$ cat config.mk
export PLATFORM = sky130hd
export DESIGN_NAME = watch_timer_with_prescaler
export DESIGN_NICKNAME = d
export VERILOG_FILES = /design/src/pkg/watch_pkg.sv /design/src/rtl/watch_timer_with_prescaler.sv
export SDC_FILE = /design/constraint.sdc
export NUM_CORES = 1
export LEC_CHECK = 0
export BUFFER_PORTS_ARGS = -buffer_cell sky130_fd_sc_hd__buf_2
export CORE_UTILIZATION = 55
export DETAILED_ROUTE_END_ITERATION = 8
export MAX_ROUTING_LAYER = met4
export PLACE_DENSITY = 0.78
export SLEW_MARGIN = 40
export SYNTH_ARGS = -nofsm -noshare
export SYNTH_HDL_FRONTEND = slang
export SYNTH_SLANG_ARGS = --single-unit
$ cat constraint.sdc
create_clock -name ref_clk -period 3 [get_ports ref_clk]
set_input_delay 0.6 -clock ref_clk [delete_from_list [all_inputs] [get_ports ref_clk]]
set_output_delay 0.6 -clock ref_clk [all_outputs]
set_load 0.05 [all_outputs]
$ cat src/pkg/watch_pkg.sv
// constants and carrier types for the watch timer with prescaler
package watch_pkg;

  // ----------------------------------------------------------------
  // register fields
  // ----------------------------------------------------------------
  localparam int unsigned CNT_W          = 8;
  localparam int unsigned WT_CNT_W       = 15;
  localparam logic [7:0]  CNT_ZERO       = 8'h00;
  localparam logic [7:0]  CNT_ONE        = 8'h01;
  localparam logic [14:0] WT_ZERO        = 15'h0000;
  localparam logic [14:0] WT_ONE         = 15'h0001;
  localparam logic [1:0]  WATCH_RUN      = 2'h3;
  localparam logic [1:0]  SRC_SUB        = 2'h0;
  // last count of the half-second period of 16384 watch-clock ticks
  localparam logic [14:0] HALF_SEC_TICKS = 15'h3fff;
  // first-period head start before the half-second chain
  localparam logic [14:0] FIRST_PRE      = 15'h01ff;
  localparam int unsigned SUB_HZ         = 32768;

  // ----------------------------------------------------------------
  // carriers
  // ----------------------------------------------------------------
  typedef struct packed {
    logic       output_disable;
    logic [1:0] clock_select;
    logic       enable;
  } prescaler_mode_type;

  typedef struct packed {
    logic [5:0] config_field;
    logic       control_bit1;
    logic       control_bit0;
  } watch_mode_type;

endpackage : watch_pkg

$ cat src/rtl/watch_timer_with_prescaler.sv
// watch timer with baud-rate interval timer prescaler
`timescale 1ns/100ps
module watch_timer_with_prescaler
  import watch_pkg::*;
(
  input  wire logic               ref_clk,
  input  wire logic               rst_n,
  input  wire prescaler_mode_type prescaler_mode_reg,
  input  wire logic [CNT_W-1:0]   prescaler_compare_reg,
  input  wire watch_mode_type     watch_mode_reg,
  input  wire logic               subclock_in,
  input  wire logic               irq_ack,
  output logic                    prescaler_tick,
  output logic                    prescaler_out,
  output logic                    watch_interrupt,
  output logic                    watch_pending
);

  // ----------------------------------------------------------------
  // subclock synchroniser and edge detect
  // ----------------------------------------------------------------
  logic sub_meta_r, sub_sync_r, sub_prev_r;
  logic sub_meta_nxt, sub_sync_nxt, sub_prev_nxt;
  logic sub_rise;
  // only the second and third flops feed logic; the first may still be settling

  always_comb
  begin
    sub_meta_nxt = subclock_in;
    sub_sync_nxt = sub_meta_r;
    sub_prev_nxt = sub_sync_r;
    sub_rise     = sub_sync_r & ~sub_prev_r;
  end

  always_ff @(posedge ref_clk or negedge rst_n)
  begin
    if (!rst_n)
    begin
      sub_meta_r <= 1'b0;
      sub_sync_r <= 1'b0;
      sub_prev_r <= 1'b0;
    end
    else
    begin
      sub_meta_r <= sub_meta_nxt;
      sub_sync_r <= sub_sync_nxt;
      sub_prev_r <= sub_prev_nxt;
    end
  end

  // ----------------------------------------------------------------
  // prescaler
  // ----------------------------------------------------------------
  // settings are used live; software keeps them still while running
  logic [CNT_W-1:0] pre_cnt_r, pre_cnt_nxt;
  logic             tick_r, tick_nxt;
  // the compare value is read live, so a mid-run load bends one period

  always_comb
  begin
    pre_cnt_nxt = pre_cnt_r;
    tick_nxt    = 1'b0;
    if (!prescaler_mode_reg.enable)
    begin
      pre_cnt_nxt = CNT_ZERO;
    end
    else if (pre_cnt_r >= prescaler_compare_reg)
    begin
      pre_cnt_nxt = CNT_ZERO;
      tick_nxt    = 1'b1;
    end
    else
    begin
      pre_cnt_nxt = pre_cnt_r + CNT_ONE;
    end
  end

  always_ff @(posedge ref_clk or negedge rst_n)
  begin
    if (!rst_n)
    begin
      pre_cnt_r <= CNT_ZERO;
      tick_r    <= 1'b0;
    end
    else
    begin
      pre_cnt_r <= pre_cnt_nxt;
      tick_r    <= tick_nxt;
    end
  end

  // ----------------------------------------------------------------
  // prescaler output pin
  // ----------------------------------------------------------------
  // the pin parks low while stopped; disable only silences the pin
  logic pout_r, pout_nxt;

  always_comb
  begin
    pout_nxt = pout_r;
    if (!prescaler_mode_reg.enable)
      pout_nxt = 1'b0;
    else if (tick_nxt)
      pout_nxt = ~pout_r & ~prescaler_mode_reg.output_disable;
  end

  always_ff @(posedge ref_clk or negedge rst_n)
  begin
    if (!rst_n)
    begin
      pout_r <= 1'b0;
    end
    else
    begin
      pout_r <= pout_nxt;
    end
  end

  // ----------------------------------------------------------------
  // watch counter
  // ----------------------------------------------------------------
  logic                watch_tick;
  logic                running;
  logic [WT_CNT_W-1:0] wt_cnt_r, wt_cnt_nxt;
  logic                first_r, first_nxt;
  logic                irq_r, irq_nxt;

  // main-clock source needs the prescaler near 32.768 kHz
  always_comb
  begin
    watch_tick = (prescaler_mode_reg.clock_select == SRC_SUB) ? sub_rise
                                                              : tick_r;
    running    = {watch_mode_reg.control_bit1,
                  watch_mode_reg.control_bit0} == WATCH_RUN;
  end

  always_comb
  begin
    wt_cnt_nxt = wt_cnt_r;
    first_nxt  = first_r;
    irq_nxt    = 1'b0;
    if (!running)
    begin
      // clearing bit 0 loses phase, so software avoids it mid-run
      wt_cnt_nxt = WT_ZERO;
      first_nxt  = 1'b1;
    end
    else if (watch_tick)
    begin
      // first period runs the head start, then a full half second
      // the head start is fixed at its longest allowed length
      if (first_r && wt_cnt_r == FIRST_PRE)
      begin
        wt_cnt_nxt = WT_ZERO;
        first_nxt  = 1'b0;
      end
      else if (!first_r && wt_cnt_r == HALF_SEC_TICKS)
      begin
        wt_cnt_nxt = WT_ZERO;
        irq_nxt    = 1'b1;
      end
      else
      begin
        wt_cnt_nxt = wt_cnt_r + WT_ONE;
      end
    end
  end

  always_ff @(posedge ref_clk or negedge rst_n)
  begin
    if (!rst_n)
    begin
      wt_cnt_r <= WT_ZERO;
      first_r  <= 1'b1;
      irq_r    <= 1'b0;
    end
    else
    begin
      wt_cnt_r <= wt_cnt_nxt;
      first_r  <= first_nxt;
      irq_r    <= irq_nxt;
    end
  end

  // ----------------------------------------------------------------
  // pending flag
  // ----------------------------------------------------------------
  // the flag outlives the one-cycle pulse until the controller acks it;
  // a fresh request wins over an acknowledge landing in the same cycle
  logic pend_r, pend_nxt;

  always_comb
  begin
    pend_nxt = pend_r;
    if (irq_ack)
      pend_nxt = 1'b0;
    if (irq_nxt)
      pend_nxt = 1'b1;
  end

  always_ff @(posedge ref_clk or negedge rst_n)
  begin
    if (!rst_n)
    begin
      pend_r <= 1'b0;
    end
    else
    begin
      pend_r <= pend_nxt;
    end
  end

  // outputs come straight from their flops
  always_comb
  begin
    prescaler_tick  = tick_r;
    prescaler_out   = pout_r;
    watch_interrupt = irq_r;
    watch_pending   = pend_r;
  end

endmodule : watch_timer_with_prescaler

### After elaboration in Yosys (flattened, before gate mapping)

Index checks and enable logic that the tools add are counted.
W data, S select, Z words.

* add/subtract/negate cells: 2
* $lt $le $gt $ge: 1
* equal/unequal tests: 6
* multiplexer cells: 20
* bitwise operators: 5
* reduce and logical (&&, ||, !) cells: 6

Operators by type and width (number)
* $mux W15: 4
* $mux W8: 2
* $add A15 B1 Y15 const B: 1
* $eq A15 B14 Y1 const B: 1
* $eq A15 B9 Y1 const B: 1
* $mux W1: 14
* $add A8 B1 Y8 const B: 1
* $ge A8 B8 Y1: 1
* $ne A2 B1 Y1 const B: 2
* $not A1 Y1: 3
* $and A1 B1 Y1: 2
* $eq A2 B2 Y1 const B: 1
* $logic_and A1 B1 Y1: 2
* $logic_not A2 Y1: 1
* $ne A2 B2 Y1 const B: 1
* $reduce_and A2 Y1: 1
* $reduce_bool A2 Y1: 1
* $logic_not A1 Y1: 1

* bits in registers: 31
* input bits: 24
* output and inout bits: 4

### Logic depth before layout (Yosys ltp)

Gate-level depths: netlist (run 1).

* depth after elaboration: 7
* gate-level depth with buffers: 7
* mapped depth without buffers: 7

### Worst setup path after synthesis (run 1)

OpenSTA, ideal clock, no wires.

* path kind: in2reg
* start point: input port prescaler_compare_reg[5]
* end point: register pre_cnt_r[2]
* setup time: 0.073 ns
* data arrival time: 1.995 ns
* data required time: 2.927 ns
* setup slack: 0.931 ns
* stages: 7
* path through: inv_1 ha_1 a21o_1 a21o_1 a221oi_1 nand2_1 nor2_1

* word-level cells in the longest chain between the ends: 3

RTL lines
* start: declaration: RTL line watch_timer_with_prescaler.sv:9 `input wire logic [CNT_W-1:0] prescaler_compare_reg,`
* $ge A8 B8 Y1: RTL line watch_timer_with_prescaler.sv:67 `else if (pre_cnt_r >= prescaler_compare_reg)`
* $mux W8: RTL line watch_timer_with_prescaler.sv:67
* $mux W8: RTL line watch_timer_with_prescaler.sv:63 `if (!prescaler_mode_reg.enable)`
* named net pre_cnt_nxt[2]: RTL line watch_timer_with_prescaler.sv:55 `logic [CNT_W-1:0] pre_cnt_r, pre_cnt_nxt;`
* end signal: assignment: RTL line watch_timer_with_prescaler.sv:87 `pre_cnt_r <= pre_cnt_nxt;`
* end: declaration: RTL line watch_timer_with_prescaler.sv:55

The timed path passes the listed nets, and every way through them passes these cells.
A chain may end at the register's enable or synchronous reset.

### Worst setup path after layout (run 1)

* start point: register pre_cnt_r[2]
* end point: register pre_cnt_r[5]

* word-level cells in the longest chain between the ends: 3

RTL lines (RTL line)
* $add A8 B1 Y8 or $ge A8 B8 Y1 (tied branches): watch_timer_with_prescaler.sv:74, watch_timer_with_prescaler.sv:67
* $mux W8 *: watch_timer_with_prescaler.sv:67
* $mux W8 *: watch_timer_with_prescaler.sv:63
* named net pre_cnt_nxt[5]: watch_timer_with_prescaler.sv:55

The timed path passes the listed nets; every way through them passes the cells marked *.

==> impl_metrics.json, run 1 <==
{
  "drt_wl_total_um": 3270,
  "initial_utilization_pct": 60.0,
  "antenna-diode-count": 0,
  "root_buffer": "clkbuf_4",
  "leakage_uw": 0.000891,
  "setup_ws_ns": 0.775,
  "fillers": 242,
  "fin_crit_ns": 2.22,
  "grt_pass1_vias": 1407,
  "worst_ep_arrival_time_ns": 2.48,
  "synthCells": 180,
  "grt_util_all_layers_pct": 24.7,
  "yosys_warnings": 0,
  "pin_count": 28,
  "intPower_uw": 559,
  "max-slew-margin-rel_pct": 56.2,
  "grt_max_degree": 32,
  "path_max_fanout": 7,
  "synth_edf_count": 0,
  "worstSetupEndpointType": "register",
  "synth_cell_type_count": 41,
  "status": "complete, no violations",
  "cts_max_path_buffers": 2,
  "hold_violations": 0,
  "finalCritPeriodShare_pct": 74.2,
  "dr_total_vias": 1429,
  "slew_violations": 0,
  "cts_buffers": 5,
  "fp.dieW_um": 57.8,
  "layout.nets": 239,
  "swShare_pct": 24.1,
  "fin_setup_tns_ns": 0,
  "layout_commonest_cell": "dfrtp_1",
  "rr_worst_depth": 6,
  "first_pass_iters": 4,
  "synthAdderAreaFrac_pct": 7.31,
  "clock_latency_ns": 0.33,
  "area_delta_synth_final_pct": 10.1,
  "setup_viol": 0,
  "post_cts_resized": 0,
  "die_y_um": 57.8,
  "timing.rr.start": "pre_cnt_r[2]",
  "synthSimpleGateAreaFrac_pct": 25.5,
  "fp-row-count": 19,
  "die_area_sq_um": 3340,
  "avgRoutedWirePerCell_um": 13.8,
  "grt_pass1_wl_um": 5980,
  "port-buffer-count": 21,
  "ir_drop_uv": 222,
  "postSynthAreaPerCell_sq_um": 9.51,
  "p_seq_share_pct": 58.5,
  "critPathLaunchType": "register",
  "drive_above_1_share_pct": 17.0,
  "post_cts_buffers": 0,
  "cts_hold_buffers": 0,
  "reg2reg_slack_ns": 0.78,
  "path_clk_slew_ns": 0.10,
  "tightest_slew_ns": 0.656,
  "clkPwrFrac_pct": 34.1,
  "skew_ns": 0.0109,
  "synthesis.area_sq_um": 1710,
  "hp-class": "input port to asynchronous set/reset pin",
  "overflow": 0,
  "ys_seq_area_share_pct": 45.4,
  "rsz0062_at_grt": "false",
  "synth-seq-cells": 31,
  "cap_violations": 0,
  "synthMuxAreaShare_pct": 0.585,
  "synth_ff_type": "dfrtp_1",
  "switching_power_uw": 178,
  "drc": 0,
  "layout_common_cells": "dfrtp_1 (30), buf_2 (21), nor2_1 (18), nand2_1 (18), nand3_1 (18)",
  "routed_via_density": 6.03,
  "ant_nets": 0,
  "synth-compound-area-share_pct": 11.6,
  "drt-initial-drc-count": 61,
  "synth_top_family_by_area": "simple AND/OR/NAND/NOR gates",
  "fmax_mhz": 449,
  "antenna_found_initial": 0,
  "core_area_sq_um": 2850,
  "cts_tree": "yes",
  "clock-sinks": 31,
  "globalplace.congestion": 0.929,
  "power_density_nw_per_um2": 391,
  "combPwrFrac_pct": 7.5,
  "synth_fp_nets": 214,
  "crit_type": "register to register",
  "ctsHtreeMaxLevel": 2,
  "crit_required_ns": 3.26,
  "synth_xor_area_share_pct": 5.12,
  "post-place-ws_ns": 0.543,
  "ys_async_sr_fraction_pct": 100,
  "r2r-end": "pre_cnt_r[5]",
  "hpwl_um": 2460
}
[power by group through the flow]
stage	Sequential, uW	Combinational (uW)	Clock [uW]
after floorplan	438	29.8	0
after global placement	438	51.8	0
after detailed placement	439	55.4	0
after CTS	431	55.7	260
after global routing	432	63.4	276
final	431	55.0	251
[per-layer routing]
layer	up-vias	wire, um	GRT usage, %	share of wire, %
li1	702	-	-	-
met1	685	1400	28.0	43
met2	37	1650	41.0	51
met3	5	165	6.03	5.0
met4	0	56	11.9	1.7
met5	-	0	-	0
[flip-flops by register name, indices dropped and copies added, names as in the netlist]
signal,flops
pre_cnt_r,8
first_r,1
prescaler_out,1
watch_interrupt,1
watch_pending,1
wt_cnt_r,15
sub_prev_r,1
prescaler_tick,1
sub_prev_nxt,1
sub_meta_r,1
[worst max-delay path by stage]
stage / start / to / slack (ns) / depth (start not counted)
after global placement: prescaler_compare_reg[5] / pre_cnt_r[4] / 0.61 / 8
after CTS: pre_cnt_r[5] / pre_cnt_r[2] / 0.81 / 6
after detailed placement: prescaler_compare_reg[2] / pre_cnt_r[5] / 0.54 / 8
after floorplan: prescaler_compare_reg[5] / pre_cnt_r[2] / 0.93 / 7
after global routing: pre_cnt_r[2] / pre_cnt_r[4] / 0.60 / 6
final: pre_cnt_r[2] / pre_cnt_r[5] / 0.78 / 6
[synthesized netlist by cell type, types with 2 or more instances]
library cell  instances  share of area, %
a21o_1                2              0.88
a21oi_1               8               2.3
a41oi_1               2               1.0
and3_1                6               2.2
clkbuf_1              2              0.44
dfrtp_1              30                44
ha_1                 10               7.3
inv_1                10               2.2
nand2_1              18               3.9
nand3_1              18               5.3
nand4_1               4               1.5
nor2_1               18               3.9
nor2b_1               2              0.73
nor3_1                8               2.3
nor4b_1               2               1.0
o21ai_0               3              0.88
o31ai_1               3               1.3
or3_1                 2              0.73
or4_1                 2              0.88
xnor2_1               3               1.5
xor2_1                7               3.6
[worst max-delay path: stages (launching register included)]
cell and delay (ns):
dfrtp_1 0.44, ha_1 0.32, a211oi_1 0.25, o21ai_0 0.13
a221oi_1 0.55, nand2_1 0.30, nor2_1 0.17
[logic make-up (layout without fill, tap and decap cells)]
kind of cell | count (synthesis) | after routing
AO/OA/AOI/OAI | 28 | 28
AND/OR/NAND/NOR | 86 | 86
flip-flops | 31 | 31
XOR/XNOR | 10 | 10
multiplexers | 1 | 1
adder cells (fa/ha/maj) | 10 | 10
buffers and inverters | 14 | 40
[per-stage QoR]
step | area (sq um) | utilization [%] | instances | hold WS [ns] | power, uW
after global routing | 1880 | 66.1 | 237 | 0.326 | 772
final | 1880 | 66.1 | 237 | 0.287 | 736
after global placement | 1820 | 63.9 | 229 | 0.337 | 490
after floorplan | 1710 | - | 180 | 0.304 | 467
after detailed placement | 1820 | 63.9 | 229 | 0.341 | 494
after CTS | 1880 | 66.1 | 237 | 0.295 | 746
[final cells by class]
class / count / area (sq um) / share of cell area [%]
clock buffers: 7 / 55.1 / 2.92
inverters: 10 / 37.5 / 1.99
clock inverters: 1 / 5.00 / 0.266
multi-input cells: 135 / 858 / 45.6
flip-flops and latches: 31 / 777 / 41.2
repair buffers: 22 / 113 / 5.98
well taps: 31 / 38.8 / 2.06
Note: power is estimated with default switching activity, not from simulation.
==> run 2: changes to the inputs <==
- CORE_UTILIZATION: 55 -> 50
- PLACE_DENSITY: 0.78 -> 0.75
- clock period: 3 -> 1.8 ns (I/O delays scaled with it)
==> impl_metrics.json, run 2 (synthesis results as in run 1) <==
{
  "setup_ws_ns": -0.000832,
  "clock_latency_ns": 0.34,
  "area_delta_synth_final_pct": 31.4,
  "drt-initial-drc-count": 121,
  "skew_ns": 0.00722,
  "grt_pass1_vias": 1503,
  "rsz0062_at_grt": "true",
  "regArea_sq_um": 778,
  "tightest_slew_ns": 0.671,
  "ir_drop_uv": 524,
  "pin_count": 28,
  "use_met1_pct": 28.5,
  "cts_max_path_buffers": 2,
  "worst_ep_arrival_time_ns": 2.02,
  "die_y_um": 60.5,
  "combPwrFrac_pct": 10.2,
  "core_area_sq_um": 3150,
  "hpwl_um": 2650,
  "grt_util_all_layers_pct": 24.6,
  "fin_crit_ns": 1.80,
  "avgRoutedWirePerCell_um": 14.5,
  "finalCritPeriodShare_pct": 100,
  "swShare_pct": 24.4,
  "grtUsageMet3_pct": 5.33,
  "failed_checks": "setup timing",
  "cts_tree": "yes",
  "grt_most_used_layer": "met2",
  "overflow": 0,
  "fp-row-count": 20,
  "cap_violations": 0,
  "largest_reg_flops": 15,
  "finalNonFillerCells": 274,
  "slew_violations": 0,
  "intPower_uw": 992,
  "cts_hold_buffers": 0,
  "ant_nets": 0,
  "antenna-diode-count": 0,
  "fmax_mhz": 555,
  "multi_input_area_sq_um": 1010,
  "root_buffer": "clkbuf_4",
  "antenna_found_initial": 0,
  "globalplace.congestion": 0.859,
  "status": "finished, violations left",
  "grt_use_met2_pct": 39.6,
  "hold_violations": 0,
  "setup_viol": 1,
  "grt_max_degree": 32,
  "crit_type": "register to register",
  "top_register": "wt_cnt_r",
  "drc": 0,
  "critPathLaunchType": "register",
  "layout_commonest_cell": "dfrtp_1",
  "layout.nets": 263,
  "first_pass_iters": 4,
  "dr_total_vias": 1534,
  "cts_buffers": 5,
  "grt_pass1_wl_um": 6300,
  "crit_required_ns": 2.02,
  "path_max_fanout": 7,
  "ctsHtreeMaxLevel": 2,
  "layout_common_cells": "dfrtp_1 (29), buf_4 (23), buf_2 (21)",
  "design_power_total_uw": 1310,
  "dp.cells": 260,
  "clock-sinks": 31,
  "hp-class": "input port to asynchronous set/reset pin",
  "drive_above_1_share_pct": 33.9,
  "max-slew-margin-rel_pct": 55.3,
  "clkPwrFrac_pct": 35.5,
  "port-buffer-count": 21,
  "drt_wl_total_um": 3980,
  "die_area_sq_um": 3660,
  "path_clk_slew_ns": 0.10,
  "p_seq_share_pct": 54.3,
  "leakage_uw": 0.00104,
  "reg_top3": "wt_cnt_r (15), pre_cnt_r (8)",
  "initial_utilization_pct": 54.3,
  "power_density_nw_per_um2": 583,
  "routed_via_density": 5.60,
  "worstSetupEndpointType": "register",
  "switching_power_uw": 320,
  "fillers": 251,
  "fp.dieW_um": 60.5
}
## run 2: power groups by stage
stage | Clock [uW] | Sequential [uW] | Combinational, uW
after floorplan | 0 | 729 | 51.0
after global placement | 0 | 725 | 103
after detailed placement | 0 | 726 | 109
after CTS | 475 | 712 | 117
after global routing | 497 | 715 | 151
final | 466 | 713 | 133
## run 2: cell type report
cell class,instances,share of cell area (%)
Multi-Input combinational cell,135,44.9
Inverter,10,1.67
Tap cell,44,2.45
Sequential cell,31,34.6
Timing Repair Buffer,46,13.4
Clock buffer,8,3.06
## run 2: routing by layer
metal | up-vias | part of all wire, % | wire length, um
li1 | 748 | - | -
met1 | 732 | 43 | 1710
met2 | 46 | 51 | 2030
met3 | 8 | 4.5 | 180
met4 | 0 | 1.7 | 66
met5 | - | 0 | 0
## run 2: path summary, 6_finish.rpt
path | startpoint | end | slack [ns] | cells past startpoint
setup reg to reg | wt_cnt_r[12] | wt_cnt_r[9] | -0.0008 | 6
min in group ref_clk | subclock_in | sub_meta_r | 0.12 | 1
hold / removal | rst_n | wt_cnt_r[2] | 0.04 | 1
setup / recovery | wt_cnt_r[12] | wt_cnt_r[9] | -0.0008 | 6
max in group asynchronous | rst_n | wt_cnt_r[11] | 1.28 | 1
hold reg to reg | sub_meta_r | sub_prev_nxt | 0.36 | 0
## run 2: stage by stage
step	hold slack [ns]	worst slack, ns	util [%]	TNS (ns)	area, sq um
global route	0.0932	-0.0656	71.3	-0.243	2250
floorplan	0.0644	0.00275	-	0	1720
global placement	0.335	-0.0834	62.9	-0.530	1980
detailed placement	0.338	-0.162	62.9	-1.25	1980
CTS	0.0632	0.00598	66.8	0	2110
finish	0.0410	-0.000832	71.3	-0.000832	2250
## run 2: repair_timing
action | CTS | global route
endpoints found under the setup margin | 15 | 17
resized for setup | 8 | 18
pin swaps | 3 | 8
setup buffers | 2 | 4
## run 2: worst max-delay path: stages, from the launching register on
cell,delay (ns)
dfrtp_1,0.39
or4_4,0.57
nor3b_4,0.27
o21ai_4,0.14
buf_6,0.15
nand4_1,0.07
nand3_1,0.09
==> run 3: changes to the inputs <==
- CORE_ASPECT_RATIO: not set -> 1.5
==> impl_metrics.json, run 3 (synthesis results as in run 1) <==
{
  "ir_drop_uv": 652,
  "grt_pass1_wl_um": 6480,
  "port-buffer-count": 21,
  "crit_slowest_cell": "or4_4",
  "hpwl_um": 2900,
  "cap_violations": 0,
  "hp-class": "input port to asynchronous set/reset pin",
  "grt_pass1_vias": 1517,
  "slew_violations": 0,
  "drt-initial-drc-count": 47,
  "slowest_delay_ns": 0.56,
  "layout_commonest_cell": "dfrtp_1",
  "top_register": "wt_cnt_r",
  "skew_ns": 0.0115,
  "cts_hold_buffers": 0,
  "fmax_mhz": 556,
  "area_delta_synth_final_pct": 27.5,
  "globalplace.congestion": 0.870,
  "post-place-ws_ns": -0.225,
  "whs_ns": 0.106,
  "power_density_nw_per_um2": 630,
  "finalCritPeriodShare_pct": 100,
  "fin_crit_ns": 1.80,
  "antenna_found_initial": 0,
  "layout_common_cells": "dfrtp_1 (30), buf_2 (21), buf_4 (19)",
  "core_area_sq_um": 3220,
  "path_max_fanout": 10,
  "leakage_uw": 0.00101,
  "design_area_sq_um": 2180,
  "cts_max_path_buffers": 2,
  "largest_reg_flops": 15,
  "worstSetupEndpointType": "register",
  "overflow": 0,
  "root_buffer": "clkbuf_8",
  "antenna-diode-count": 0,
  "reg_top3": "wt_cnt_r (15), pre_cnt_r (8)",
  "die_area_sq_um": 3670,
  "first_pass_iters": 4,
  "path_cells": "or4_4 -> nor3b_4 -> o21ai_4 -> a41oi_2 -> o31ai_1",
  "fin_setup_tns_ns": 0,
  "pin_count": 28,
  "tightest_slew_ns": 0.686,
  "fp.dieW_um": 49.8,
  "initial_utilization_pct": 53.1,
  "drive_above_1_share_pct": 31.3,
  "routed_via_density": 5.75,
  "critPathLaunchType": "register",
  "worst_ep_arrival_time_ns": 1.96,
  "rsz0062_at_grt": "true",
  "layout.nets": 257,
  "cts_buffers": 5,
  "fp-row-count": 25,
  "clock-sinks": 31,
  "ant_nets": 0,
  "cts_tree": "yes",
  "die_y_um": 73.7,
  "path_clk_slew_ns": 0.07,
  "dr_total_vias": 1519,
  "ctsHtreeMaxLevel": 2,
  "crit_required_ns": 1.96,
  "hold_violations": 0,
  "grt_util_all_layers_pct": 24.8,
  "drc": 0,
  "avgRoutedWirePerCell_um": 15.3,
  "design_power_total_uw": 1370,
  "max-slew-margin-rel_pct": 54.3,
  "status": "complete, no violations",
  "grt_max_degree": 32,
  "place_area_sq_um": 1960,
  "clock_latency_ns": 0.29,
  "drt_wl_total_um": 4050,
  "setup_viol": 0,
  "setup_ws_ns": 0.000186,
  "crit_type": "register to register"
}
-- run 3: power by group --
group / total (uW) / leakage (uW) / switching (uW) / internal [uW]
combinational: 131 / 0.000538 / 77.9 / 53.0
sequential: 714 / 0.000420 / 6.93 / 707
clock: 529 / 0.0000477 / 265 / 264
total: 1370 / 0.00101 / 350 / 1020
-- run 3: area by class of cell --
| cell class | instances | area, sq um |
|---|---|---|
| timing repair buffer | 40 | 248 |
| sequential | 31 | 777 |
| fill | 261 | 1040 |
| multi-input combinational | 135 | 986 |
| inverter | 10 | 37.5 |
| tap | 40 | 50.0 |
| clock buffer | 5 | 68.8 |
| clock inverter | 3 | 15.0 |
-- run 3: routing by layer --
| layer | global-route usage (%) | part of all wire (%) | wire (um) | vias to the layer above |
|---|---|---|---|---|
| met4 | 13.0 | 2.8 | 113 | 0 |
| met2 | 45.3 | 56 | 2250 | 43 |
| met1 | 24.0 | 38 | 1550 | 731 |
| li1 | - | - | - | 733 |
| met3 | 5.18 | 3.3 | 133 | 12 |
| met5 | - | 0 | 0 | - |
-- run 3: what timing repair did --
action,CTS,global route
setup buffers,1,1
cloned,0,0
resized for setup,12,8
pin swaps,4,5
setup endpoints to repair,12,14
-- run 3: worst max-delay path: cells and delay by family (launching register included) --
family           cells  cell delay [ns]
AO/OA/AOI/OAI        3             0.45
flip-flops           1             0.40
AND/OR/NAND/NOR      2             0.82
-- run 3: final timing paths --
| path | start | end | slack, ns | cells after the start |
|---|---|---|---|---|
| min in group ref_clk | subclock_in | sub_meta_r | 0.18 | 1 |
| worst max-delay path | wt_cnt_r[13] | wt_cnt_r[7] | 0.0002 | 5 |
| worst min-delay path | rst_n | wt_cnt_r[12] | 0.11 | 1 |
| worst min register to register | sub_meta_r | sub_prev_nxt | 0.36 | 0 |
| worst max register to register | wt_cnt_r[13] | wt_cnt_r[7] | 0.0002 | 5 |
| max in group asynchronous | rst_n | wt_cnt_r[8] | 1.25 | 1 |
-- run 3: metrics by stage --
step                cells  utilization [%]
floorplan             180                -
detailed placement    254             60.9
global placement      254             60.9
global route          264             67.7
CTS                   263             65.9
finish                264             67.7
